File: src/rtl/scm_pkg.sv
package scm_pkg;

  // ----------------------------------------------------------------
  // register map (word indices, byte address is four times index)
  // ----------------------------------------------------------------
  localparam logic [11:0] IDX_MODE    = 12'h400;
  localparam logic [11:0] IDX_CMD     = 12'h401;
  localparam logic [11:0] IDX_EVT     = 12'h402;
  localparam logic [11:0] IDX_STATE   = 12'h403;
  localparam logic [11:0] IDX_STRIDE  = 12'h100;
  localparam int          NUM_SOCK    = 4;
  localparam logic [7:0]  MODE_RST    = 8'h00;
  localparam logic [7:0]  CMD_RST     = 8'h00;
  localparam logic [7:0]  EVT_RST     = 8'h00;
  localparam logic [7:0]  EVT_MASK    = 8'h1F;

  // protocol field codes
  localparam logic [3:0] PROTO_CLOSED = 4'h0;
  localparam logic [3:0] PROTO_TCP    = 4'h1;
  localparam logic [3:0] PROTO_UDP    = 4'h2;
  localparam logic [3:0] PROTO_IP_RAW_MODE  = 4'h3;
  localparam logic [3:0] PROTO_MAC_RAW_MODE = 4'h4;
  localparam logic [3:0] PROTO_PPPOE  = 4'h5;

  // command codes
  localparam logic [7:0] CMD_OPEN     = 8'h01;
  localparam logic [7:0] CMD_LISTEN   = 8'h02;
  localparam logic [7:0] CMD_CONNECT  = 8'h04;
  localparam logic [7:0] CMD_DISCONNECT   = 8'h08;
  localparam logic [7:0] CMD_CLOSE    = 8'h10;
  localparam logic [7:0] CMD_SEND     = 8'h20;
  localparam logic [7:0] CMD_SEND_HW  = 8'h21;
  localparam logic [7:0] CMD_KEEP     = 8'h22;
  localparam logic [7:0] RECEIVE_COMMAND     = 8'h40;

  // socket state codes
  localparam logic [7:0] ST_CLOSED    = 8'h00;
  localparam logic [7:0] ST_INIT      = 8'h13;
  localparam logic [7:0] ST_LISTEN    = 8'h14;
  localparam logic [7:0] ST_SYNSENT   = 8'h15;
  localparam logic [7:0] ST_ESTAB     = 8'h17;
  localparam logic [7:0] ST_FIN_WAIT  = 8'h18;
  localparam logic [7:0] ST_CLOSE_WT  = 8'h1C;
  localparam logic [7:0] ST_DGRAM     = 8'h22;
  localparam logic [7:0] ST_IP_RAW_MODE     = 8'h32;
  localparam logic [7:0] ST_MAC_RAW_MODE    = 8'h42;
  localparam logic [7:0] ST_PPPOE     = 8'h5F;

  // event flag bit positions
  localparam int EVB_CON     = 0;
  localparam int EVB_DISCONNECT  = 1;
  localparam int EVB_RECV    = 2;
  localparam int EVB_TIMEOUT = 3;
  localparam int EVB_SENDOK  = 4;

  // AXI responses
  localparam logic [1:0] RESP_OKAY   = 2'b00;
  localparam logic [1:0] RESP_SLVERR = 2'b10;

  // events reported by the protocol engine, one-cycle pulses except rx_pending
  typedef struct packed {
    logic connected;
    logic peer_fin;
    logic term_done;
    logic timeout;
    logic send_done;
    logic rx_data;
    logic rx_pending;
  } scm_evt_t;

  // command handed to the protocol engine
  typedef struct packed {
    logic       valid;
    logic [7:0] code;
    logic [3:0] proto;
  } scm_cmd_t;

  // register address decode result
  typedef struct packed {
    logic       hit;
    logic [1:0] sock;
    logic [1:0] sel;
  } scm_dec_t;

  typedef enum logic {SQ_IDLE, SQ_BUSY} scm_seq_t;

endpackage

File: src/rtl/scm_socket_engine.sv
// Our own choice: the AXI4-Lite slave port.
`timescale 1ns/1ps
module scm_socket_engine #(
  parameter int N_SOCK = scm_pkg::NUM_SOCK
) (
  input  wire logic                      REF_CLK,
  input  wire logic                      RESET_N,
  input  wire logic [15:0]               S_AXI_AWADDR,
  input  wire logic                      S_AXI_AWVALID,
  output logic                           S_AXI_AWREADY,
  input  wire logic [31:0]               S_AXI_WDATA,
  input  wire logic [3:0]                S_AXI_WSTRB,
  input  wire logic                      S_AXI_WVALID,
  output logic                           S_AXI_WREADY,
  output logic [1:0]                     S_AXI_BRESP,
  output logic                           S_AXI_BVALID,
  input  wire logic                      S_AXI_BREADY,
  input  wire logic [15:0]               S_AXI_ARADDR,
  input  wire logic                      S_AXI_ARVALID,
  output logic                           S_AXI_ARREADY,
  output logic [31:0]                    S_AXI_RDATA,
  output logic [1:0]                     S_AXI_RRESP,
  output logic                           S_AXI_RVALID,
  input  wire logic                      S_AXI_RREADY,
  output scm_pkg::scm_cmd_t [N_SOCK-1:0] ENG_CMD,
  input  wire logic [N_SOCK-1:0]         ENG_DONE,
  input  scm_pkg::scm_evt_t [N_SOCK-1:0] ENG_EVENT,
  output logic [N_SOCK-1:0][7:0]         SOCK_MODE,
  output logic [N_SOCK-1:0][7:0]         SOCK_STATE
);

  // ----------------------------------------------------------------
  // functions
  // ----------------------------------------------------------------

  // map a byte address to socket and register
  function automatic scm_pkg::scm_dec_t addr_decode(input logic [15:0] a);
    logic [11:0]       idx;
    scm_pkg::scm_dec_t d;
    idx    = a[13:2];
    d.sock = idx[9:8];
    d.sel  = idx[1:0];
    d.hit  = (a[15:14] == 2'b00) && (idx[11:10] == scm_pkg::IDX_MODE[11:10])
             && (idx[7:2] == 6'h00) && (32'(idx[9:8]) < N_SOCK);
    return d;
  endfunction

  // state reached by open for the selected protocol
  function automatic logic [7:0] open_state(input logic [3:0] p, input logic s0);
    case (p)
      scm_pkg::PROTO_TCP:    open_state = scm_pkg::ST_INIT;
      scm_pkg::PROTO_UDP:    open_state = scm_pkg::ST_DGRAM;
      scm_pkg::PROTO_IP_RAW_MODE:  open_state = scm_pkg::ST_IP_RAW_MODE;
      scm_pkg::PROTO_MAC_RAW_MODE: open_state = s0 ? scm_pkg::ST_MAC_RAW_MODE : scm_pkg::ST_CLOSED;
      scm_pkg::PROTO_PPPOE:  open_state = s0 ? scm_pkg::ST_PPPOE : scm_pkg::ST_CLOSED;
      default:               open_state = scm_pkg::ST_CLOSED;
    endcase
  endfunction

  // whether a command may run in the present mode and state
  function automatic logic cmd_ok(input logic [7:0] c, input logic [3:0] p,
                                  input logic [7:0] st, input logic s0);
    logic tcp;
    tcp = (p == scm_pkg::PROTO_TCP);
    case (c)
      scm_pkg::CMD_OPEN:    cmd_ok = (st == scm_pkg::ST_CLOSED) && (open_state(p, s0) != scm_pkg::ST_CLOSED);
      scm_pkg::CMD_LISTEN:  cmd_ok = tcp && (st == scm_pkg::ST_INIT);
      scm_pkg::CMD_CONNECT: cmd_ok = tcp && (st == scm_pkg::ST_INIT);
      scm_pkg::CMD_DISCONNECT:  cmd_ok = tcp && (st == scm_pkg::ST_ESTAB || st == scm_pkg::ST_CLOSE_WT);
      scm_pkg::CMD_CLOSE:   cmd_ok = 1'b1;
      scm_pkg::CMD_SEND:    cmd_ok = (st == scm_pkg::ST_ESTAB) || (st == scm_pkg::ST_CLOSE_WT)
                                     || (st == scm_pkg::ST_DGRAM) || (st == scm_pkg::ST_IP_RAW_MODE)
                                     || (st == scm_pkg::ST_MAC_RAW_MODE) || (st == scm_pkg::ST_PPPOE);
      scm_pkg::CMD_SEND_HW: cmd_ok = (p == scm_pkg::PROTO_UDP) && (st == scm_pkg::ST_DGRAM);
      scm_pkg::CMD_KEEP:    cmd_ok = tcp && (st == scm_pkg::ST_ESTAB);
      scm_pkg::RECEIVE_COMMAND:    cmd_ok = (st != scm_pkg::ST_CLOSED);
      default:              cmd_ok = 1'b0;
    endcase
  endfunction

  // ----------------------------------------------------------------
  // reset release
  // ----------------------------------------------------------------

  logic rst_meta;
  logic rst_n;

  // two-stage release of the asynchronous reset
  always_ff @(posedge REF_CLK or negedge RESET_N) begin
    if (!RESET_N) begin
      rst_meta <= 1'b0;
      rst_n    <= 1'b0;
    end else begin
      rst_meta <= 1'b1;
      rst_n    <= rst_meta;
    end
  end

  // ----------------------------------------------------------------
  // AXI4-Lite slave
  // ----------------------------------------------------------------

  logic [15:0]       aw_addr;
  logic [31:0]       w_data;
  logic              w_lane0;
  logic              aw_full;
  logic              w_full;
  scm_pkg::scm_dec_t wr_dec;
  scm_pkg::scm_dec_t rd_dec;
  logic              wr_go;
  logic              rd_go;
  logic [7:0]        rd_val;

  // per-socket command and event registers, read back over the bus
  logic [N_SOCK-1:0][7:0] sock_cmd;
  logic [N_SOCK-1:0][7:0] sock_evt;

  // write fires once address and data are both held
  assign wr_dec = addr_decode(aw_addr);
  assign wr_go  = aw_full && w_full && !S_AXI_BVALID;
  assign rd_dec = addr_decode(S_AXI_ARADDR);
  assign rd_go  = S_AXI_ARVALID && S_AXI_ARREADY;

  // write address and data channels, taken in either order
  always_ff @(posedge REF_CLK or negedge rst_n) begin
    if (!rst_n) begin
      S_AXI_AWREADY <= 1'b0;
      S_AXI_WREADY  <= 1'b0;
      aw_full       <= 1'b0;
      w_full        <= 1'b0;
      aw_addr       <= 16'h0000;
      w_data        <= 32'h0000_0000;
      w_lane0       <= 1'b0;
    end else begin
      S_AXI_AWREADY <= !aw_full && !(S_AXI_AWVALID && S_AXI_AWREADY);
      S_AXI_WREADY  <= !w_full && !(S_AXI_WVALID && S_AXI_WREADY);
      if (S_AXI_AWVALID && S_AXI_AWREADY) begin
        aw_full <= 1'b1;
        aw_addr <= S_AXI_AWADDR;
      end else if (S_AXI_BVALID && S_AXI_BREADY) begin
        aw_full <= 1'b0;
      end
      if (S_AXI_WVALID && S_AXI_WREADY) begin
        w_full  <= 1'b1;
        w_data  <= S_AXI_WDATA;
        w_lane0 <= S_AXI_WSTRB[0];
      end else if (S_AXI_BVALID && S_AXI_BREADY) begin
        w_full <= 1'b0;
      end
    end
  end

  // write response
  always_ff @(posedge REF_CLK or negedge rst_n) begin
    if (!rst_n) begin
      S_AXI_BVALID <= 1'b0;
      S_AXI_BRESP  <= scm_pkg::RESP_OKAY;
    end else if (wr_go) begin
      S_AXI_BVALID <= 1'b1;
      S_AXI_BRESP  <= wr_dec.hit ? scm_pkg::RESP_OKAY : scm_pkg::RESP_SLVERR;
    end else if (S_AXI_BREADY) begin
      S_AXI_BVALID <= 1'b0;
    end
  end

  // read data selection
  always_comb begin
    case (rd_dec.sel)
      scm_pkg::IDX_MODE[1:0]: rd_val = SOCK_MODE[rd_dec.sock];
      scm_pkg::IDX_CMD[1:0]:  rd_val = sock_cmd[rd_dec.sock];
      scm_pkg::IDX_EVT[1:0]:  rd_val = sock_evt[rd_dec.sock];
      default:                rd_val = SOCK_STATE[rd_dec.sock];
    endcase
  end

  // read channel, one read in flight
  always_ff @(posedge REF_CLK or negedge rst_n) begin
    if (!rst_n) begin
      S_AXI_ARREADY <= 1'b0;
      S_AXI_RVALID  <= 1'b0;
      S_AXI_RDATA   <= 32'h0000_0000;
      S_AXI_RRESP   <= scm_pkg::RESP_OKAY;
    end else if (rd_go) begin
      S_AXI_ARREADY <= 1'b0;
      S_AXI_RVALID  <= 1'b1;
      S_AXI_RDATA   <= rd_dec.hit ? {24'h00_0000, rd_val} : 32'h0000_0000;
      S_AXI_RRESP   <= rd_dec.hit ? scm_pkg::RESP_OKAY : scm_pkg::RESP_SLVERR;
    end else if (S_AXI_RVALID && S_AXI_RREADY) begin
      S_AXI_RVALID  <= 1'b0;
      S_AXI_ARREADY <= 1'b1;
    end else begin
      S_AXI_ARREADY <= !S_AXI_RVALID;
    end
  end

  // ----------------------------------------------------------------
  // per-socket command, state and event logic
  // ----------------------------------------------------------------

  scm_pkg::scm_seq_t      seq [N_SOCK];

  for (genvar i = 0; i < N_SOCK; i++) begin : g_sock
    logic       s0;
    logic [3:0] proto;
    logic       wr_hit;
    logic       pend;
    logic       ok;
    logic       accept;
    logic       drop;
    logic       tcp_conn;
    logic [7:0] evt_set;
    logic [7:0] evt_clr;
    logic [7:0] next_evt;
    logic [7:0] next_state;

    assign s0     = (i == 0);
    assign proto  = SOCK_MODE[i][3:0];
    assign wr_hit = wr_go && wr_dec.hit && w_lane0 && (32'(wr_dec.sock) == i);
    assign pend   = (seq[i] == scm_pkg::SQ_IDLE) && (sock_cmd[i] != scm_pkg::CMD_RST);
    assign ok     = cmd_ok(sock_cmd[i], proto, SOCK_STATE[i], s0);
    assign accept = pend && ok;
    // invalid commands and close finish at once
    assign drop   = pend && (!ok || sock_cmd[i] == scm_pkg::CMD_CLOSE);
    assign tcp_conn = (SOCK_STATE[i] == scm_pkg::ST_LISTEN) || (SOCK_STATE[i] == scm_pkg::ST_SYNSENT)
                      || (SOCK_STATE[i] == scm_pkg::ST_ESTAB) || (SOCK_STATE[i] == scm_pkg::ST_FIN_WAIT)
                      || (SOCK_STATE[i] == scm_pkg::ST_CLOSE_WT);

    // event sources, set takes priority over a one-write clear
    always_comb begin
      evt_set = 8'h00;
      evt_set[scm_pkg::EVB_SENDOK]  = ENG_EVENT[i].send_done;
      evt_set[scm_pkg::EVB_TIMEOUT] = ENG_EVENT[i].timeout;
      evt_set[scm_pkg::EVB_RECV]    = ENG_EVENT[i].rx_data
                                      || ((seq[i] == scm_pkg::SQ_BUSY) && ENG_DONE[i]
                                          && sock_cmd[i] == scm_pkg::RECEIVE_COMMAND && ENG_EVENT[i].rx_pending);
      evt_set[scm_pkg::EVB_DISCONNECT]  = ENG_EVENT[i].peer_fin || ENG_EVENT[i].term_done;
      evt_set[scm_pkg::EVB_CON]     = ENG_EVENT[i].connected
                                      && (SOCK_STATE[i] == scm_pkg::ST_LISTEN
                                          || SOCK_STATE[i] == scm_pkg::ST_SYNSENT);
      evt_clr  = (wr_hit && wr_dec.sel == scm_pkg::IDX_EVT[1:0]) ? w_data[7:0] : 8'h00;
      next_evt = ((sock_evt[i] & ~evt_clr) | evt_set) & scm_pkg::EVT_MASK;
    end

    // socket state transitions from commands and engine events
    always_comb begin
      next_state = SOCK_STATE[i];
      if (accept) begin
        case (sock_cmd[i])
          scm_pkg::CMD_OPEN:    next_state = open_state(proto, s0);
          scm_pkg::CMD_LISTEN:  next_state = scm_pkg::ST_LISTEN;
          scm_pkg::CMD_CONNECT: next_state = scm_pkg::ST_SYNSENT;
          scm_pkg::CMD_DISCONNECT:  next_state = scm_pkg::ST_FIN_WAIT;
          scm_pkg::CMD_CLOSE:   next_state = scm_pkg::ST_CLOSED;
          default:              next_state = SOCK_STATE[i];
        endcase
      end
      if (!(accept && sock_cmd[i] == scm_pkg::CMD_CLOSE)) begin
        if (ENG_EVENT[i].timeout && tcp_conn) begin
          next_state = scm_pkg::ST_CLOSED;
        end else if (ENG_EVENT[i].term_done
                     && (SOCK_STATE[i] == scm_pkg::ST_FIN_WAIT || SOCK_STATE[i] == scm_pkg::ST_CLOSE_WT)) begin
          next_state = scm_pkg::ST_CLOSED;
        end else if (ENG_EVENT[i].connected
                     && (SOCK_STATE[i] == scm_pkg::ST_LISTEN || SOCK_STATE[i] == scm_pkg::ST_SYNSENT)) begin
          next_state = scm_pkg::ST_ESTAB;
        end else if (ENG_EVENT[i].peer_fin && SOCK_STATE[i] == scm_pkg::ST_ESTAB) begin
          next_state = scm_pkg::ST_CLOSE_WT;
        end
      end
    end

    // command register and sequencer
    always_ff @(posedge REF_CLK or negedge rst_n) begin
      if (!rst_n) begin
        sock_cmd[i] <= scm_pkg::CMD_RST;
        seq[i]      <= scm_pkg::SQ_IDLE;
      end else begin
        case (seq[i])
          scm_pkg::SQ_IDLE: begin
            if (drop) begin
              sock_cmd[i] <= scm_pkg::CMD_RST;
            end else if (accept) begin
              seq[i] <= scm_pkg::SQ_BUSY;
            end else if (wr_hit && wr_dec.sel == scm_pkg::IDX_CMD[1:0]) begin
              sock_cmd[i] <= w_data[7:0];
            end
          end
          scm_pkg::SQ_BUSY: begin
            if (ENG_DONE[i]) begin
              sock_cmd[i] <= scm_pkg::CMD_RST;
              seq[i]      <= scm_pkg::SQ_IDLE;
            end
          end
          default: seq[i] <= scm_pkg::SQ_IDLE;
        endcase
      end
    end

    // mode, state, events and engine command
    always_ff @(posedge REF_CLK or negedge rst_n) begin
      if (!rst_n) begin
        SOCK_MODE[i]  <= scm_pkg::MODE_RST;
        SOCK_STATE[i] <= scm_pkg::ST_CLOSED;
        sock_evt[i]   <= scm_pkg::EVT_RST;
        ENG_CMD[i]    <= '0;
      end else begin
        if (wr_hit && wr_dec.sel == scm_pkg::IDX_MODE[1:0]) begin
          SOCK_MODE[i] <= w_data[7:0];
        end
        SOCK_STATE[i]    <= next_state;
        sock_evt[i]      <= next_evt;
        ENG_CMD[i].valid <= accept;
        ENG_CMD[i].code  <= sock_cmd[i];
        ENG_CMD[i].proto <= proto;
      end
    end

    // ----------------------------------------------------------------
    // checks
    // ----------------------------------------------------------------

    property p_cmd_clear;
      @(posedge REF_CLK) disable iff (!rst_n)
      (seq[i] == scm_pkg::SQ_BUSY && ENG_DONE[i]) |=> (sock_cmd[i] == 8'h00) && (seq[i] == scm_pkg::SQ_IDLE);
    endproperty
    a_cmd_clear: assert property (p_cmd_clear) else $error("command not cleared after done");

    property p_open_tcp;
      @(posedge REF_CLK) disable iff (!rst_n)
      (accept && sock_cmd[i] == 8'h01 && proto == 4'h1) |=> (SOCK_STATE[i] == 8'h13) ##1 ENG_CMD[i].valid == 1'b0;
    endproperty
    a_open_tcp: assert property (p_open_tcp) else $error("tcp open did not give init");

    property p_open_udp;
      @(posedge REF_CLK) disable iff (!rst_n)
      (accept && sock_cmd[i] == 8'h01 && proto == 4'h2) |=> SOCK_STATE[i] == 8'h22 && ENG_CMD[i].valid;
    endproperty
    a_open_udp: assert property (p_open_udp) else $error("udp open did not give datagram state");

    property p_close;
      @(posedge REF_CLK) disable iff (!rst_n)
      (pend && sock_cmd[i] == 8'h10) |=> (SOCK_STATE[i] == 8'h00) && (sock_cmd[i] == 8'h00);
    endproperty
    a_close: assert property (p_close) else $error("close did not reach closed");

    property p_listen_tcp;
      @(posedge REF_CLK) disable iff (!rst_n)
      (accept && (sock_cmd[i] == 8'h02 || sock_cmd[i] == 8'h04 || sock_cmd[i] == 8'h22)) |-> proto == 4'h1;
    endproperty
    a_listen_tcp: assert property (p_listen_tcp) else $error("tcp command accepted outside tcp");

    property p_send_hw_udp;
      @(posedge REF_CLK) disable iff (!rst_n)
      (accept && sock_cmd[i] == 8'h21) |-> proto == 4'h2 && SOCK_STATE[i] == 8'h22;
    endproperty
    a_send_hw_udp: assert property (p_send_hw_udp) else $error("hw address send outside udp");

    property p_estab;
      @(posedge REF_CLK) disable iff (!rst_n)
      (SOCK_STATE[i] == 8'h14 && ENG_EVENT[i].connected && !ENG_EVENT[i].timeout && !pend)
        |=> SOCK_STATE[i] == 8'h17 && sock_evt[i][0];
    endproperty
    a_estab: assert property (p_estab) else $error("listen did not reach established");

    property p_timeout_flag;
      @(posedge REF_CLK) disable iff (!rst_n)
      ENG_EVENT[i].timeout |=> sock_evt[i][3] ##1 (sock_evt[i][3] || $past(evt_clr[3]));
    endproperty
    a_timeout_flag: assert property (p_timeout_flag) else $error("timeout flag lost");

    property p_flag_sticky;
      @(posedge REF_CLK) disable iff (!rst_n)
      (sock_evt[i][2] && !evt_clr[2]) |=> sock_evt[i][2];
    endproperty
    a_flag_sticky: assert property (p_flag_sticky) else $error("flag cleared without write of one");

    property p_reserved;
      @(posedge REF_CLK) disable iff (!rst_n)
      sock_evt[i][7:5] == 3'b000;
    endproperty
    a_reserved: assert property (p_reserved) else $error("reserved event bits set");

  end

endmodule

File: config.mk
export PLATFORM = sky130hd
export DESIGN_NAME = scm_socket_engine
export DESIGN_NICKNAME = d
export VERILOG_FILES = /design/src/rtl/scm_pkg.sv /design/src/rtl/scm_socket_engine.sv
export SDC_FILE = /design/constraint.sdc
export NUM_CORES = 1
export LEC_CHECK = 0
export BUFFER_PORTS_ARGS = -buffer_cell sky130_fd_sc_hd__buf_2
export CORE_MARGIN = 2
export CORE_UTILIZATION = 40
export CTS_CLUSTER_DIAMETER = 100
export DETAILED_ROUTE_END_ITERATION = 6
export PLACE_DENSITY_LB_ADDON = 0.3
export RECOVER_POWER = 25
export SYNTH_ARGS = -nofsm -noshare
export SYNTH_HDL_FRONTEND = slang
export SYNTH_SLANG_ARGS = --single-unit
File: constraint.sdc
create_clock -name REF_CLK -period 11.4 [get_ports REF_CLK]
set_input_delay 2.28 -clock REF_CLK [delete_from_list [all_inputs] [get_ports REF_CLK]]
set_output_delay 2.28 -clock REF_CLK [all_outputs]
set_load 0.01 [all_outputs]
==> summary.txt <==
Worst setup path
  • Worst path bufs/invs: 2
  • Critical Path, Cell by Cell: buf_2 > mux4_2 > mux4_2 > inv_1 > o21ai_0
  • CP Max Fanout: 29
  • Data required, critical path: 11.80 ns
  • Delay-heaviest family, CP: multiplexers
  • Worst setup path category: in -> reg
  • CP Capture Type: flop
  • RR Startpoint: sock_cmd[20]$_DFFE_PN0P_
  • CP max stage delay: 0.69 ns
  • CP Launch Type: input port
  • Crit-path slowest cell: buf_2
  • CP dominant cell by count: mux4_2
  • CP Launch Point: S_AXI_ARADDR[10]
  • Worst Path Arrival: 4.29 ns

Die
  • I/O pin count: 264
  • Core area: 0.0270 mm2
  • Initial Util: 40.9%
  • Die height: 170 um
  • Die X: 170 um
  • Row cnt: 60
  • Die ar.: 0.0290 mm2

Outcome
  • Failing checks: capacitance limit, slew limit
  • Outcome: finished, violations left

Synthesis
  • FF+latch count, synth: 214
  • Syn Inst Count: 1010
  • Syn_area_per_cell: 11.0 um2
  • Post-synthesis sequential area ratio: 48.4%
  • Post-synth top area cell: dfrtp_1
  • Synth Warn #: 0
  • Mapped Area: 0.0111 mm2
  • Main flop type after synthesis: dfrtp_1
  • Synth cell types: 82
  • Top cells by area, synth: dfrtp_1 (48%), mux4_2 (6.9%), mux2_2 (5.9%)
  • Ys async rst share: 100%
  • Post-synth EDFFs: 0
  • Area share of the largest cell type after synthesis: 48.4%

Clock tree
  • CTS max path bufs: 3
  • Number of post-CTS setup repair buffers: 0
  • Clk sinks: 214
  • H-tree Lvls: 1
  • Inserted Clock Buffers: 25
  • Root Buffer: clkbuf_16
  • # resized after CTS: 0
  • Clk slew on worst S/H paths: 0.06 ns
  • Clock insertion delay at the later pin of the skew report: 0.53 ns
  • Hold_buf cts: 0
  • CTS tree: done

Routing
  • DRT iter0 DRCs: 922
  • Wire length after detailed routing: 34.6 mm
  • Routed Antenna Nets: 0
  • Vias: 9210
  • DR vias/cell: 5.92
  • Post-DR wirelength/cell: 22.2 um
  • Post-route DRC: 0
  • DR pass1 iterations: 5

Pwr
  • Peak VDD IR: 0.124 mV
  • Pwr Total: 1.97 mW
  • P_leak: 6.09 nW
  • PD cells: 151 mW/mm2

Placed design
  • IO buf count: 206
  • Gpl congestion: 0.920
  • Pre-CTS setup slack: 6.93 ns
  • Post-DP HPWL: 25.2 mm

Timing
  • Final setup viols: 0
  • Slew margin rel.: -22.1%
  • Final min period: 3.89 ns
  • Fin. Hold Viols: 0
  • Clock Skews: 0.0144 ns
  • Final worst slack: 7.51 ns
  • Final period util: 34.1%
  • Fmax: 257 MHz
  • Worst Max-Slew Pin Slew: 1.83 ns
  • Setup_tns: 0 ns
  • RSZ-0062 raised after global routing: no
  • Slew Viols, Final: 45

Final layout
  • Area delta synth->final: 18.2%
  • Util after Layout: 48.4%
  • Filler Cells Inserted: 2522
  • NumNets Final: 1303
  • Sequential cell area: 0.00536 mm2
  • Layout cells sized above 1: 30.8%
  • Most common cell after layout, fill and taps aside: dfrtp_1
  • Multi-input logic area: 0.00530 mm2
  • Most frequent cells in the layout: dfrtp_1 (214), buf_2 (205), nand2_1 (104)

Min path
  • Type of the worst min-delay path: reg -> reg
  • Min-delay src: rst_meta$_DFF_PN0_

Global routing
  • Largest net degree at the start of global routing: 169
  • Grt ovf: 0
  • First-pass GRT wire length: 52.1 mm
  • Initial antenna violation count: 3
  • Vias in the first global route: 8709
  • GRT Overall Usage: 23.4%

Flow run
  • Max-Cap Viols: 1
==> cell usage after synthesis, types with 5 or more instances <==
master / instances
xor2_1: 7
o21ai_0: 35
nand2b_1: 17
a211oi_1: 5
dfrtp_1: 214
buf_2: 7
buf_4: 26
a21o_1: 14
nand3b_1: 9
nor3_1: 23
mux2_2: 58
nand4b_1: 9
and4_1: 9
nand3_1: 24
a22oi_1: 5
nor4b_1: 14
mux2i_1: 6
inv_1: 27
nand4_1: 18
o211ai_1: 6
nor2b_1: 25
and3_1: 8
nor3b_1: 10
a22o_1: 25
nor2_1: 58
or3_1: 6
and4b_1: 5
nand2_1: 104
nor4_1: 23
a211o_1: 7
mux4_2: 34
a21oi_1: 27
a31oi_1: 9
clkbuf_1: 37
==> logic make-up after synthesis <==
family,Yosys count,share of synthesized area [%]
and+or+nand+nor,394,20.2
DFF,214,48.4
AOI/OAI and AO/OA,188,12.6
buffers and inverters,103,4.52
muxes,98,13.4
xor gates and xnor gates,11,0.871
other,2,0.0679
==> where the power goes <==
| group | leakage (nW) | switching, mW | internal [mW] |
|---|---|---|---|
| Sequential | 2.78 | 0.148 | 0.822 |
| Clock | 0.407 | 0.317 | 0.481 |
| Combinational | 2.91 | 0.101 | 0.105 |
| Total | 6.09 | 0.566 | 1.41 |
==> layout make-up <==
| type | instances | share of cell area, % |
|---|---|---|
| clock inverter | 10 | 0.842 |
| tap | 341 | 3.26 |
| antenna | 2 | 0.0383 |
| multi-input combinational | 718 | 40.5 |
| sequential | 214 | 40.9 |
| inverter | 28 | 0.804 |
| timing repair buffer | 209 | 8.14 |
| clock buffer | 35 | 5.45 |
==> final timing paths <==
path	slack [ns]	end	cells past startpoint
setup / recovery	7.51	S_AXI_RDATA[4]$_DFFE_PN0P_	5
hold / removal	0.35	rst_n$_DFF_PN0_	0
setup reg to reg	8.41	SOCK_STATE[19]$_DFF_PN0_	7
hold reg to reg	0.35	rst_n$_DFF_PN0_	0
max in group asynchronous	8.93	S_AXI_RDATA[7]$_DFFE_PN0P_	1
min in group asynchronous	0.77	aw_addr[12]$_DFFE_PN0P_	0
==> per-layer routing <==
layer	track usage (%)	part of all wire (%)
met1	32.0	41
met2	36.2	45
met3	6.14	11
met4	8.03	2.9
met5	0	0
==> registers in the layout (all words and copies together) (netlist names) <==
register,cells
w_lane0,1
SOCK_MODE,32
seq,4
w_data,8
S_AXI_RVALID,1
w_full,1
sock_evt,20
S_AXI_ARREADY,1
S_AXI_AWREADY,1
S_AXI_WREADY,1
SOCK_STATE,32
S_AXI_BRESP,1
S_AXI_RDATA,8
ENG_CMD,52
rst_meta,1
S_AXI_BVALID,1
sock_cmd,32
aw_addr,14
S_AXI_RRESP,1
aw_full,1
rst_n,1
==> per-stage QoR <==
step	instances	cell area, um2	hold slack [ns]
3_5_place_dp	1510	12300	0.342
3_3_place_gp	1510	12300	0.338
5_1_grt	1555	13100	0.358
6_report	1557	13100	0.352
2_1_floorplan	1035	11200	0.331
4_1_cts	1555	13100	0.355
Note: power is estimated with default switching activity, not from simulation.
